$ cat config.mk
export PLATFORM = sky130hd
export DESIGN_NAME = rcr_ctrl
export DESIGN_NICKNAME = d
export VERILOG_FILES = /design/src/hdl/rcr_pkg.sv /design/src/hdl/rcr_ctrl.sv
export SDC_FILE = /design/constraint.sdc
export NUM_CORES = 1
export LEC_CHECK = 0
export BUFFER_PORTS_ARGS = -buffer_cell sky130_fd_sc_hd__buf_2
export CAP_MARGIN = 20
export CORE_MARGIN = 3
export CORE_UTILIZATION = 30
export CTS_CLUSTER_SIZE = 28
export DETAILED_ROUTE_END_ITERATION = 10
export PLACE_DENSITY = 0.58
export SYNTH_ARGS = -nofsm -noshare
export SYNTH_HDL_FRONTEND = slang
export SYNTH_SLANG_ARGS = --single-unit
$ cat constraint.sdc
create_clock -name clk_i -period 2.3 [get_ports clk_i]
set_input_delay 0.115 -clock clk_i [delete_from_list [all_inputs] [get_ports clk_i]]
set_output_delay 0.115 -clock clk_i [all_outputs]
set_load 0.05 [all_outputs]
$ cat src/hdl/rcr_pkg.sv
package rcr_pkg;
    // ----------------------------------------
    // register addresses
    // ----------------------------------------
    localparam logic [8:0] ADDR_WRITE_PROTECT = 9'h010;
    localparam logic [8:0] ADDR_ALARM_IRQ_FREQ = 9'h011;
    localparam logic [8:0] ADDR_CAP_TUNE = 9'h012;
    localparam logic [8:0] ADDR_COUNT_TUNE = 9'h013;
    localparam logic [8:0] ADDR_POWER_SWITCH = 9'h014;
    localparam logic [8:0] ADDR_STATUS = 9'h03F;

    // ----------------------------------------
    // reset values
    // ----------------------------------------
    localparam logic [7:0] RST_WRITE_PROTECT = 8'h18;
    localparam logic [7:0] RST_ALARM_IRQ_FREQ = 8'h00;
    localparam logic [7:0] RST_CAP_TUNE = 8'h00;
    localparam logic [7:0] RST_COUNT_TUNE = 8'h00;
    localparam logic [7:0] RST_POWER_SWITCH = 8'h00;

    // ----------------------------------------
    // field positions
    // ----------------------------------------
    localparam int POS_PROTECT_SEL = 5;
    localparam int POS_REPEAT = 7;
    localparam int POS_AL1_ON = 6;
    localparam int POS_AL0_ON = 5;
    localparam int POS_FREQ_SEL = 3;
    localparam int POS_CORR_SIGN = 2;
    localparam int POS_CORR_10 = 1;
    localparam int POS_CORR_20 = 0;
    localparam int POS_BUS_OFF = 7;
    localparam int POS_SW_MODE = 6;
    localparam int POS_SR_AL1 = 6;
    localparam int POS_SR_AL0 = 5;
    localparam int POS_SR_REG_WRITE_LATCH = 2;
    localparam int POS_SR_WEL = 1;

    // ----------------------------------------
    // latch arming codes
    // ----------------------------------------
    localparam logic [7:0] ARM_WRITE = 8'h02;
    localparam logic [7:0] ARM_REG_WRITE = 8'h06;

    // ----------------------------------------
    // protected region bounds
    // ----------------------------------------
    localparam logic [8:0] EE_TOP = 9'h1FF;
    localparam logic [8:0] EE_QUARTER = 9'h180;
    localparam logic [8:0] EE_HALF = 9'h100;
    localparam logic [8:0] EE_PG4_END = 9'h03F;
    localparam logic [8:0] EE_PG8_END = 9'h07F;
    localparam logic [8:0] EE_PG16_END = 9'h0FF;

    // ----------------------------------------
    // timing: oscillator ticks (one-cycle enables)
    // ----------------------------------------
    localparam int CLK_HZ = 200000000;
    localparam int OSC_HZ = 32768;
    localparam int F4096_DIV = OSC_HZ / 4096;
    localparam int F1_DIV = OSC_HZ;
    localparam int PULSE_OSC_TICKS = 8;
    // one second holds this many oscillator counts, nominally
    localparam int SEC_COUNTS = OSC_HZ;
    // 10 ppm of 32768 counts, applied once per this many seconds
    localparam int CORR_PERIOD_S = 3;
    localparam int CORR_STEP_COUNTS = 1;

    typedef enum logic [1:0] {
        RCR_FREQ_ALARM,
        RCR_FREQ_32K,
        RCR_FREQ_4K,
        RCR_FREQ_1HZ
    } rcr_freq_t;
endpackage

$ cat src/hdl/rcr_ctrl.sv
// Contract
// - writes into the protected eeprom region are dropped, data unchanged
// - codes 000..011 protect none, 180-1FF, 100-1FF, whole array
// - codes 100..111 protect 000-03F, 000-07F, 000-0FF, whole array
// - alarm interrupt output only with an alarm enabled and frequency select zero
// - repeat mode pulses output on every enabled alarm match, indefinitely
// - either enabled alarm asserts output; repeat mode pulses per alarm
// - frequency select: alarm, 32.768kHz, 4096Hz, 1Hz on shared pin
// - nonzero frequency select suppresses alarm signalling on the pin; status flags still set
// - six-bit cap code sets both crystal capacitor banks
// - digital trim changes oscillator counts per second
// - top digital trim bit is sign; zero magnitude means no correction
// - magnitude bits weigh 10ppm and 20ppm
// - control settings held non-volatile across supply loss
// - bus-disable bit ignores serial bus writes while on backup supply; reads are still answered
// - switch-mode bit selects standard or legacy supply criterion
// - alarm flags set regardless of enables, cleared by status read
module rcr_ctrl (
    // clock and reset
    input wire logic clk_i,
    input wire logic sys_rst_i,
    // oscillator tick, asynchronous
    input wire logic osc_i,
    // byte access from the serial protocol engine, same clock
    input wire logic wr_i,
    input wire logic rd_i,
    input wire logic [8:0] addr_i,
    input wire logic [7:0] wdata_i,
    input wire logic sr_read_done_i,
    // eeprom write request from protocol engine
    input wire logic ee_wr_i,
    input wire logic [8:0] ee_addr_i,
    // alarm matches and supply state
    input wire logic alarm0_match_i,
    input wire logic alarm1_match_i,
    input wire logic on_backup_i,
    // non-volatile image loaded at power-up
    input wire logic nv_load_i,
    input wire logic [39:0] nv_image_i,
    // outputs
    output logic [7:0] rdata_o,
    output logic ee_wr_ok_o,
    output logic irq_freq_out_pin_n_o,
    output logic [5:0] cap_code_x1_o,
    output logic [5:0] cap_code_x2_o,
    output logic [1:0] count_adj_o,
    output logic bus_enable_o,
    output logic supply_switch_mode_o,
    output logic nv_store_o,
    output logic [39:0] nv_image_o
);
    // ----------------------------------------
    // state
    // ----------------------------------------
    typedef struct packed {
        logic [7:0] wp;
        logic [7:0] irq;
        logic [7:0] cap;
        logic [7:0] cnt;
        logic [7:0] power_switch_ctrl;
        logic write_latch;
        logic reg_write_latch;
        logic alarm0_flag;
        logic alarm1_flag;
        logic [2:0] osc_sync;
        logic osc_level;
        logic osc_tick;
        logic [15:0] osc_cnt;
        logic [1:0] corr_sec;
        logic [1:0] count_adj;
        logic f4k;
        logic f1;
        logic [3:0] pulse_cnt;
        logic [1:0] pulse_queue;
        logic pin_n;
        logic [7:0] rdata;
        logic ee_ok;
        logic nv_store;
        logic bus_en;
    } rcr_state_t;

    rcr_state_t st;
    rcr_state_t next_st;

    logic in_protect;
    logic [2:0] psel;
    logic ctrl_addr;

    // ----------------------------------------
    // protect decode
    // ----------------------------------------
    always_comb begin
        psel = st.wp[rcr_pkg::POS_PROTECT_SEL +: 3];
        case (psel)
            3'h0: in_protect = 1'b0;
            3'h1: in_protect = ee_addr_i >= rcr_pkg::EE_QUARTER;
            3'h2: in_protect = ee_addr_i >= rcr_pkg::EE_HALF;
            3'h4: in_protect = ee_addr_i <= rcr_pkg::EE_PG4_END;
            3'h5: in_protect = ee_addr_i <= rcr_pkg::EE_PG8_END;
            3'h6: in_protect = ee_addr_i <= rcr_pkg::EE_PG16_END;
            default: in_protect = ee_addr_i <= rcr_pkg::EE_TOP;
        endcase
        ctrl_addr = addr_i >= rcr_pkg::ADDR_WRITE_PROTECT && addr_i <= rcr_pkg::ADDR_POWER_SWITCH;
    end

    // ----------------------------------------
    // next state
    // ----------------------------------------
    always_comb begin
        logic fire0;
        logic fire1;
        logic alarm_mode;
        logic repeat_mode;
        logic sec_tick;
        logic [1:0] mag;
        fire0 = 1'b0;
        fire1 = 1'b0;
        alarm_mode = 1'b0;
        repeat_mode = 1'b0;
        sec_tick = 1'b0;
        mag = 2'h0;
        next_st = st;
        next_st.ee_ok = 1'b0;
        next_st.nv_store = 1'b0;

        // oscillator: three stages, edge once second and third agree
        next_st.osc_sync = {st.osc_sync[1:0], osc_i};
        next_st.osc_tick = 1'b0;
        if (st.osc_sync[2] == st.osc_sync[1] && st.osc_sync[2] != st.osc_level) begin
            next_st.osc_level = st.osc_sync[2];
            next_st.osc_tick = st.osc_sync[2];
        end

        // digital trim: sign and 10/20ppm magnitude; zero magnitude gives none
        mag = {st.cnt[rcr_pkg::POS_CORR_20], st.cnt[rcr_pkg::POS_CORR_10]};
        if (st.osc_tick) begin
            next_st.osc_cnt = st.osc_cnt + 16'h0001;
            // 4096Hz is the oscillator divided by eight: toggle every fourth tick
            if (st.osc_cnt[1:0] == 2'(rcr_pkg::F4096_DIV / 2 - 1)) begin
                next_st.f4k = ~st.f4k;
            end
            if (st.osc_cnt == 16'(rcr_pkg::SEC_COUNTS / 2 - 1) ||
                st.osc_cnt == 16'(rcr_pkg::SEC_COUNTS - 1)) begin
                next_st.f1 = ~st.f1;
            end
            if (st.osc_cnt == 16'(rcr_pkg::SEC_COUNTS - 1)) begin
                sec_tick = 1'b1;
                next_st.osc_cnt = 16'h0000;
            end
        end
        next_st.count_adj = 2'h0;
        if (sec_tick) begin
            // spreads ppm over seconds: one count per three seconds at each 10ppm step weight
            next_st.corr_sec = (st.corr_sec == 2'(rcr_pkg::CORR_PERIOD_S - 1)) ? 2'h0 : st.corr_sec + 2'h1;
            if (mag != 2'h0 && st.corr_sec < mag) begin
                next_st.count_adj = st.cnt[rcr_pkg::POS_CORR_SIGN] ? 2'h2 : 2'h1;
            end
        end

        // alarm flags: set wins over clear
        if (sr_read_done_i) begin
            next_st.alarm0_flag = 1'b0;
            next_st.alarm1_flag = 1'b0;
        end
        if (alarm0_match_i) begin
            next_st.alarm0_flag = 1'b1;
        end
        if (alarm1_match_i) begin
            next_st.alarm1_flag = 1'b1;
        end

        // shared pin
        alarm_mode = st.irq[rcr_pkg::POS_FREQ_SEL +: 2] == 2'h0;
        repeat_mode = st.irq[rcr_pkg::POS_REPEAT];
        fire0 = alarm0_match_i && st.irq[rcr_pkg::POS_AL0_ON];
        fire1 = alarm1_match_i && st.irq[rcr_pkg::POS_AL1_ON];
        case (rcr_pkg::rcr_freq_t'(st.irq[rcr_pkg::POS_FREQ_SEL +: 2]))
            rcr_pkg::RCR_FREQ_32K: next_st.pin_n = st.osc_sync[2];
            rcr_pkg::RCR_FREQ_4K: next_st.pin_n = st.f4k;
            rcr_pkg::RCR_FREQ_1HZ: next_st.pin_n = st.f1;
            default: next_st.pin_n = 1'b1;
        endcase
        if (!alarm_mode || !(st.irq[rcr_pkg::POS_AL0_ON] || st.irq[rcr_pkg::POS_AL1_ON])) begin
            next_st.pulse_cnt = 4'h0;
            next_st.pulse_queue = 2'h0;
        end else if (repeat_mode) begin
            // separate pulse per alarm match; a second match waits in the queue
            next_st.pulse_queue = st.pulse_queue + 2'(fire0) + 2'(fire1);
            if (st.pulse_cnt != 4'h0) begin
                if (st.osc_tick) begin
                    next_st.pulse_cnt = st.pulse_cnt - 4'h1;
                end
                next_st.pin_n = 1'b0;
                if (st.pulse_cnt == 4'h1 && st.osc_tick) begin
                    next_st.pin_n = 1'b1;
                end
            end else if (st.pulse_queue != 2'h0 && st.pin_n) begin
                next_st.pulse_cnt = 4'(rcr_pkg::PULSE_OSC_TICKS);
                next_st.pulse_queue = st.pulse_queue - 2'h1 + 2'(fire0) + 2'(fire1);
                next_st.pin_n = 1'b0;
            end
        end else begin
            // single event: low while an enabled alarm's flag stays set
            next_st.pin_n = !((st.alarm0_flag && st.irq[rcr_pkg::POS_AL0_ON]) ||
                (st.alarm1_flag && st.irq[rcr_pkg::POS_AL1_ON]));
        end

        // supply related controls
        next_st.bus_en = !(on_backup_i && st.power_switch_ctrl[rcr_pkg::POS_BUS_OFF]);

        // register writes, gated by the host's two-step arming
        if (wr_i && st.bus_en) begin
            if (addr_i == rcr_pkg::ADDR_STATUS) begin
                if (wdata_i == rcr_pkg::ARM_WRITE) begin
                    next_st.write_latch = 1'b1;
                end else if (wdata_i == rcr_pkg::ARM_REG_WRITE && st.write_latch) begin
                    next_st.reg_write_latch = 1'b1;
                end else if (wdata_i == 8'h00) begin
                    next_st.write_latch = 1'b0;
                    next_st.reg_write_latch = 1'b0;
                end
            end else if (ctrl_addr && st.reg_write_latch) begin
                case (addr_i)
                    rcr_pkg::ADDR_WRITE_PROTECT: next_st.wp = {wdata_i[7:3], 3'h0};
                    rcr_pkg::ADDR_ALARM_IRQ_FREQ: next_st.irq = {wdata_i[7:3], 3'h0};
                    rcr_pkg::ADDR_CAP_TUNE: next_st.cap = {2'h0, wdata_i[5:0]};
                    rcr_pkg::ADDR_COUNT_TUNE: next_st.cnt = {5'h00, wdata_i[2:0]};
                    default: next_st.power_switch_ctrl = wdata_i;
                endcase
                next_st.nv_store = 1'b1;
                next_st.reg_write_latch = 1'b0;
            end
        end
        if (ee_wr_i && st.bus_en && !in_protect) begin
            next_st.ee_ok = 1'b1;
        end

        // readback
        if (rd_i) begin
            case (addr_i)
                rcr_pkg::ADDR_WRITE_PROTECT: next_st.rdata = st.wp;
                rcr_pkg::ADDR_ALARM_IRQ_FREQ: next_st.rdata = st.irq;
                rcr_pkg::ADDR_CAP_TUNE: next_st.rdata = st.cap;
                rcr_pkg::ADDR_COUNT_TUNE: next_st.rdata = st.cnt;
                rcr_pkg::ADDR_POWER_SWITCH: next_st.rdata = st.power_switch_ctrl;
                rcr_pkg::ADDR_STATUS: next_st.rdata = {1'b0, st.alarm1_flag, st.alarm0_flag, 2'h0,
                    st.reg_write_latch, st.write_latch, 1'b0};
                default: next_st.rdata = 8'h00;
            endcase
        end

        // power-up reload of the stored settings
        if (nv_load_i) begin
            next_st.wp = nv_image_i[7:0];
            next_st.irq = nv_image_i[15:8];
            next_st.cap = nv_image_i[23:16];
            next_st.cnt = nv_image_i[31:24];
            next_st.power_switch_ctrl = nv_image_i[39:32];
        end
    end

    // ----------------------------------------
    // registers
    // ----------------------------------------
    always_ff @(posedge clk_i) begin
        if (sys_rst_i) begin
            st <= '0;
            st.wp <= rcr_pkg::RST_WRITE_PROTECT;
            st.irq <= rcr_pkg::RST_ALARM_IRQ_FREQ;
            st.cap <= rcr_pkg::RST_CAP_TUNE;
            st.cnt <= rcr_pkg::RST_COUNT_TUNE;
            st.power_switch_ctrl <= rcr_pkg::RST_POWER_SWITCH;
            st.pin_n <= 1'b1;
            st.bus_en <= 1'b1;
        end else begin
            st <= next_st;
        end
    end

    // ----------------------------------------
    // outputs
    // ----------------------------------------
    always_comb begin
        rdata_o = st.rdata;
        ee_wr_ok_o = st.ee_ok;
        irq_freq_out_pin_n_o = st.pin_n;
        cap_code_x1_o = st.cap[5:0];
        cap_code_x2_o = st.cap[5:0];
        count_adj_o = st.count_adj;
        bus_enable_o = st.bus_en;
        supply_switch_mode_o = st.power_switch_ctrl[rcr_pkg::POS_SW_MODE];
        nv_store_o = st.nv_store;
        nv_image_o = {st.power_switch_ctrl, st.cnt, st.cap, st.irq, st.wp};
    end
endmodule

Word level (Yosys, flattened, before mapping)

Cells that the tools add are included.

Bits in registers: 89
Input bits: 77
Output and inout port bits: 67
Word-level logic and storage cells: 170

Add/sub/neg operators: 8
$lt $le $gt $ge: 9
Eq/ne operators: 29
Muxes and demuxes: 38
Bitwise operators: 6
Reductions and logical operators: 56

Operators with widths:

| kind                  | count |
|---|---|
| $mux 40               | 3 |
| $pmux 8 s6            | 1 |
| $eq 9x5->1 const B    | 5 |
| $mux 42               | 1 |
| $mux 8                | 5 |
| $reduce_and 4->1      | 7 |
| $reduce_bool 2->1     | 13 |
| $ge 9x9->1 const B    | 2 |
| $mux 1                | 17 |
| $add 16x1->16 const B | 1 |
| $eq 16x14->1 const B  | 1 |
| $eq 16x15->1 const B  | 1 |
| $mux 16               | 1 |
| $logic_and 1x1->1     | 15 |
| $mux 2                | 5 |
| $eq 3x3->1 const B    | 3 |
| $eq 9x6->1 const B    | 1 |
| $ge 9x5->1 const B    | 1 |
| $le 9x5->1 const B    | 1 |
| $le 9x6->1 const B    | 1 |
| $le 9x7->1 const B    | 1 |
| $le 9x8->1 const B    | 1 |
| $le 9x9->1 const B    | 1 |
| $add 2x1->2           | 4 |
| 32 further kinds      | 54 |

Depth between registers and ports, before layout

Depth after elaboration: 7
Depth in mapped cells: 8
Depth with buffers taken out: 8

Worst setup path after synthesis

OpenSTA, ideal clock, no wires.

Kind: flip-flop to flip-flop
Start: reg st (netlist bit irq_freq_out_pin_n_o)
End: reg st (netlist bit irq_freq_out_pin_n_o)
Library setup time: 123 ps
Arrival time: 2014 ps
Required time: 2177 ps
Path slack: 163 ps
Cell stages (with the launch flop): 6
Buffers on the path: 0
Period minus slack after synthesis: 2137 ps
Cells stage by stage: dfxtp_1 -> o21ai_0 -> mux2_2 -> a32o_1 -> mux4_2 -> or2_2

Word-level cells in the longest chain between the ends: 5

Ends and longest elaborated chain:

| element                  | line            | text |
|---|---|---|
| start: declaration       | rcr_ctrl.sv:82  | `rcr_state_t st;` |
| start signal: assignment | rcr_ctrl.sv:276 | `st <= next_st;` |
| $logic_and 1x1->1        | rcr_ctrl.sv:197 | `end else if (st.pulse_queue != 2'h0 && st.pin_n) begin` |
| $mux 7                   | rcr_ctrl.sv:197 |  |
| $mux 1                   | rcr_ctrl.sv:189 | `if (st.pulse_cnt != 4'h0) begin` |
| $mux 1                   | rcr_ctrl.sv:186 | `end else if (repeat_mode) begin` |
| $mux 1                   | rcr_ctrl.sv:183 | `if (!alarm_mode \|\| !(st.irq[rcr_pkg::POS_AL0_ON] \|\| st.irq[rcr_pkg::POS_AL1_ON])) begin` |

Every way passes these cells. The select of a mux whose other input is x is not followed.
A chain may end at the register's enable or synchronous reset.

Final worst setup path

Start: reg st[26] (netlist bit)
End: reg st (netlist bit count_adj_o[0])

Word-level cells in the longest chain between the ends: 5

Ends and longest elaborated chain:

| element                   | line            | text |
|---|---|---|
| $eq 16x15->1              | rcr_ctrl.sv:146 | `if (st.osc_cnt == 16'(rcr_pkg::SEC_COUNTS - 1)) begin` |
| $mux 1                    | rcr_ctrl.sv:146 |  |
| $mux 1                    | rcr_ctrl.sv:136 | `if (st.osc_tick) begin` |
| $not 1->1 (no line)       | --              |  |
| $reduce_or 3->1 (no line) | --              |  |

Every way passes these cells.

==> impl_results.md <==
- Max Root-Sink Buffers: 2
- Width of the die: roughly 130 um
- Power share of the sequential group: a little over two fifths
- Worst reg2reg startpoint: st[26]$_SDFFE_PP0P_
- Sequential area share after synthesis: a little under two fifths
- Final Hold Vio Count: 0
- Post-Syn Instances: about 540
- Sink Count: 89
- Number of synthesized flops with an enable pin: 0
- Overall global routing resource usage: about 17%
- Starting Density: 31.1%
- Outcome: finished clean
- CTS H-tree depth: 3
- Sw Pwr: about 1.2 mW
- Drt wl/cell: between 15 and 20 um
- Core footprint: 0.0155 mm2
- CP startpoint kind: flop
- Pwr/cell area: 675 mW/mm2
- Critical-path maximum fanout: 6
- Post-Layout Cell Count: 848
- R2r endpoint: count_adj_o[0]$_SDFF_PP0_
- Worst path arrival time: ~2.3 ns
- Worst setup path end: count_adj_o[0]$_SDFF_PP0_
- Async SR Flop Fraction: 0%
- Ant diodes: 0
- Routed Antenna Nets: 0
- Iter 0 DRT Violations: slightly below 400
- Netlist Area Pre-Place: around 0.0048 mm2
- Initial DRT Pass Iterations: 5
- Max-cap violations: 0
- CTS tree: yes
- GPL Wtd Cong: between 0.8 and 0.9
- Root Buffer: clkbuf_16
- First-pass GRT wire length: 23.5 mm
- Total grt overflow: 0
- Detailed-route DRC error count: 0
- Placed cells: 819
- Largest net degree at the start of global routing: 29
- Achievable Freq: approximately 500 MHz
- Largest cells by area after synthesis: dfxtp_1, buf_4, nor2_1
- Synth-to-Final Area Change: 19.3%
- Yosys top cell area share: 37.0%
- I/O Pins: roughly 140
- Port Buf Inserts: about 140
- Final clock skew: around 0.0083 ns
- Clock-pin slew on the worst setup and hold paths: approximately 0.060 ns
- Final Setup Violations: 0
- Switching Share: between 30% and 40%
- RSZ-0062 raised after global routing: false
- Via-to-Cell Ratio: about 5.2
- Yosys reg bits: about 90
- Die height: about 130 um
- Layout cell share with drive strength beyond 1: between 30% and 40%
- Worst vdd ir: approximately 380 uV
- Synth area leader: dfxtp_1
- Post-CTS Setup Bufs: 0
- Post-Place Cell Area: approximately 0.0053 mm2
- Die area: between 0.015 and 0.02 mm2
- Synthesized area per cell: 8.91 um2
- Num CTS Buffers: 9
- Netlist cell types: between 60 and 70
- Mapped Nets: ~620
- Hold Slack: around 0.011 ns
- Setup crit start: st[26]$_SDFFE_PP0P_
- Final wirelength: around 15 mm
- Hold Crit Class: in -> reg
- Slew margin rel.: about half
- Worst-skew pair later-pin latency: between 0.3 and 0.4 ns
- P_int: around 2.7 mW
- Vias in the first global route: 4344
- Worst hold start: nv_image_i[28]
- Pleak: between 2 and 2.5 nW
- Reg2Reg Depth: 5
- # nets final: 714
- Ys flop type: dfxtp_1
- Initial antenna violation count: 0
- Slack of the worst reg-to-reg path: approximately 0.32 ns
- Clock Power Share: approximately two fifths
- Worst slew pin tran: approximately 0.76 ns
- Worst endpoint required time: about 2.6 ns
- Design area: between 0.005 and 0.006 mm2
- Comb power frac: ~18%
- Fin crit share: around 86%
- Num rows: 45
- Critical path type: reg -> reg
- Setup TNS: 0 ns
- Ys Warns: 0
- Min Tclk post-route: a little under 2 ns
- Total vias in the final route: roughly 4400
- CP Capture Type: flop
- Max-slew violation count: 0
- HPWL reported at the end of detailed placement: around 12 mm
-- routing by layer --
metal | global-route usage (%) | part of all wire (%) | vias to the layer above | routed length, um
met3 | 4.60 | 7.2 | 25 | 1090
met4 | 5.77 | 2.4 | 0 | 363
met2 | 26.6 | 46 | 196 | 6900
met1 | 22.6 | 45 | 2107 | 6800
li1 | - | - | 2104 | -
met5 | 0 | 0 | - | 0
-- state kept, by name, indices dropped and copies added, names as in the netlist --
signal / count
ee_wr_ok_o: 1
cap_code_x1_o: 6
rdata_o: 8
nv_store_o: 1
bus_enable_o: 1
st: 33
nv_image_o: 34
next_st: 2
irq_freq_out_pin_n_o: 1
count_adj_o: 2
-- cells in the mapped netlist, types with 5 or more instances --
cell type	number
xnor2_1	9
nor3b_1	7
a22o_1	16
xor2_1	8
o22ai_1	5
dfxtp_1	89
inv_1	13
buf_2	9
a22oi_1	11
nor3_1	15
buf_4	63
a211oi_1	26
nor2b_1	11
clkbuf_1	12
nand3_1	12
nand4_1	9
and2_1	8
mux2_2	5
o21ai_0	10
a21oi_1	29
mux2i_1	14
nand3b_1	5
nand2_1	20
and4_1	8
nor2_1	58
-- cells in the final DEF, fill, tap and decap left out, drive strengths merged, types with 2 or more instances in the layout --
master,n
or2,2
a221oi,3
mux2,5
xnor2,9
nand4,9
o21bai,3
nand3b,5
or3,2
nor4,5
and3,3
a211oi,28
a21o,3
mux2i,14
nor3,15
and3b,2
nor3b,8
o31a,2
a311oi,4
and2,8
a32o,4
ha,4
o21ai,10
a22o,16
clkbuf,11
a32oi,3
nand2,20
and4,8
xor2,8
a22oi,12
dlygate4sd3,13
a21oi,30
inv,13
dfxtp,89
o22ai,5
nand3,12
nor2,58
nor2b,11
buf,157
clkinv,4
-- power by group through the flow --
stage	logic, mW	clock network, mW	registers [mW]
detailed placement	0.686	0	1.70
floorplan	0.540	0	1.69
global route	0.749	1.61	1.68
CTS	0.705	1.54	1.67
finish	0.705	1.51	1.67
global placement	0.681	0	1.70
-- layout make-up --
class	instances	area, um2
Fill cell	1578	9730
Multi-Input combinational cell	349	2390
Sequential cell	89	1780
Timing Repair Buffer	170	966
Tap cell	211	264
Clock buffer	11	253
Clock inverter	5	53.8
Inverter	13	48.8
-- per-stage QoR --
| stage | setup slack [ns] | util [%] | power, mW |
|---|---|---|---|
| floorplan | 0.163 | - | 2.23 |
| global placement | 0.243 | 34.3 | 2.38 |
| detailed placement | 0.187 | 34.3 | 2.39 |
| CTS | 0.307 | 37.2 | 3.91 |
| global route | 0.100 | 37.2 | 4.03 |
| finish | 0.315 | 37.2 | 3.88 |
-- worst max-delay path, stage by stage (launching register included) --
cell and delay (ns):
dfxtp_1 0.40, and4_1 0.32, nand3_1 0.18, nor4_2 0.39, nor4b_1 0.44, nor2b_1 0.18
-- cells by family after synthesis --
kind of cell	count (synthesis)	synth area share, %
simple gates	172	19.3
compound gates	135	21.1
buf+inv	103	13.5
flops	89	37.0
mux	20	4.54
xor+xnor	17	3.09
fa+ha+maj	5	1.45
-- repair_timing --
item                      in CTS  in global routing
gates resized for setup        0                  0
hold endpoints to repair      13                  0
hold buffers                  13                  0
-- worst min-delay path by stage --
stage	to	cells after the start
floorplan	bus_enable_o$_SDFF_PP1_	1
global placement	nv_image_o[8]$_SDFFE_PP0P_	2
detailed placement	nv_image_o[22]$_SDFFE_PP0P_	2
CTS	nv_image_o[28]$_SDFFE_PP0P_	2
global route	nv_image_o[28]$_SDFFE_PP0P_	2
finish	nv_image_o[28]$_SDFFE_PP0P_	2
(Power assumes the default switching activity.)
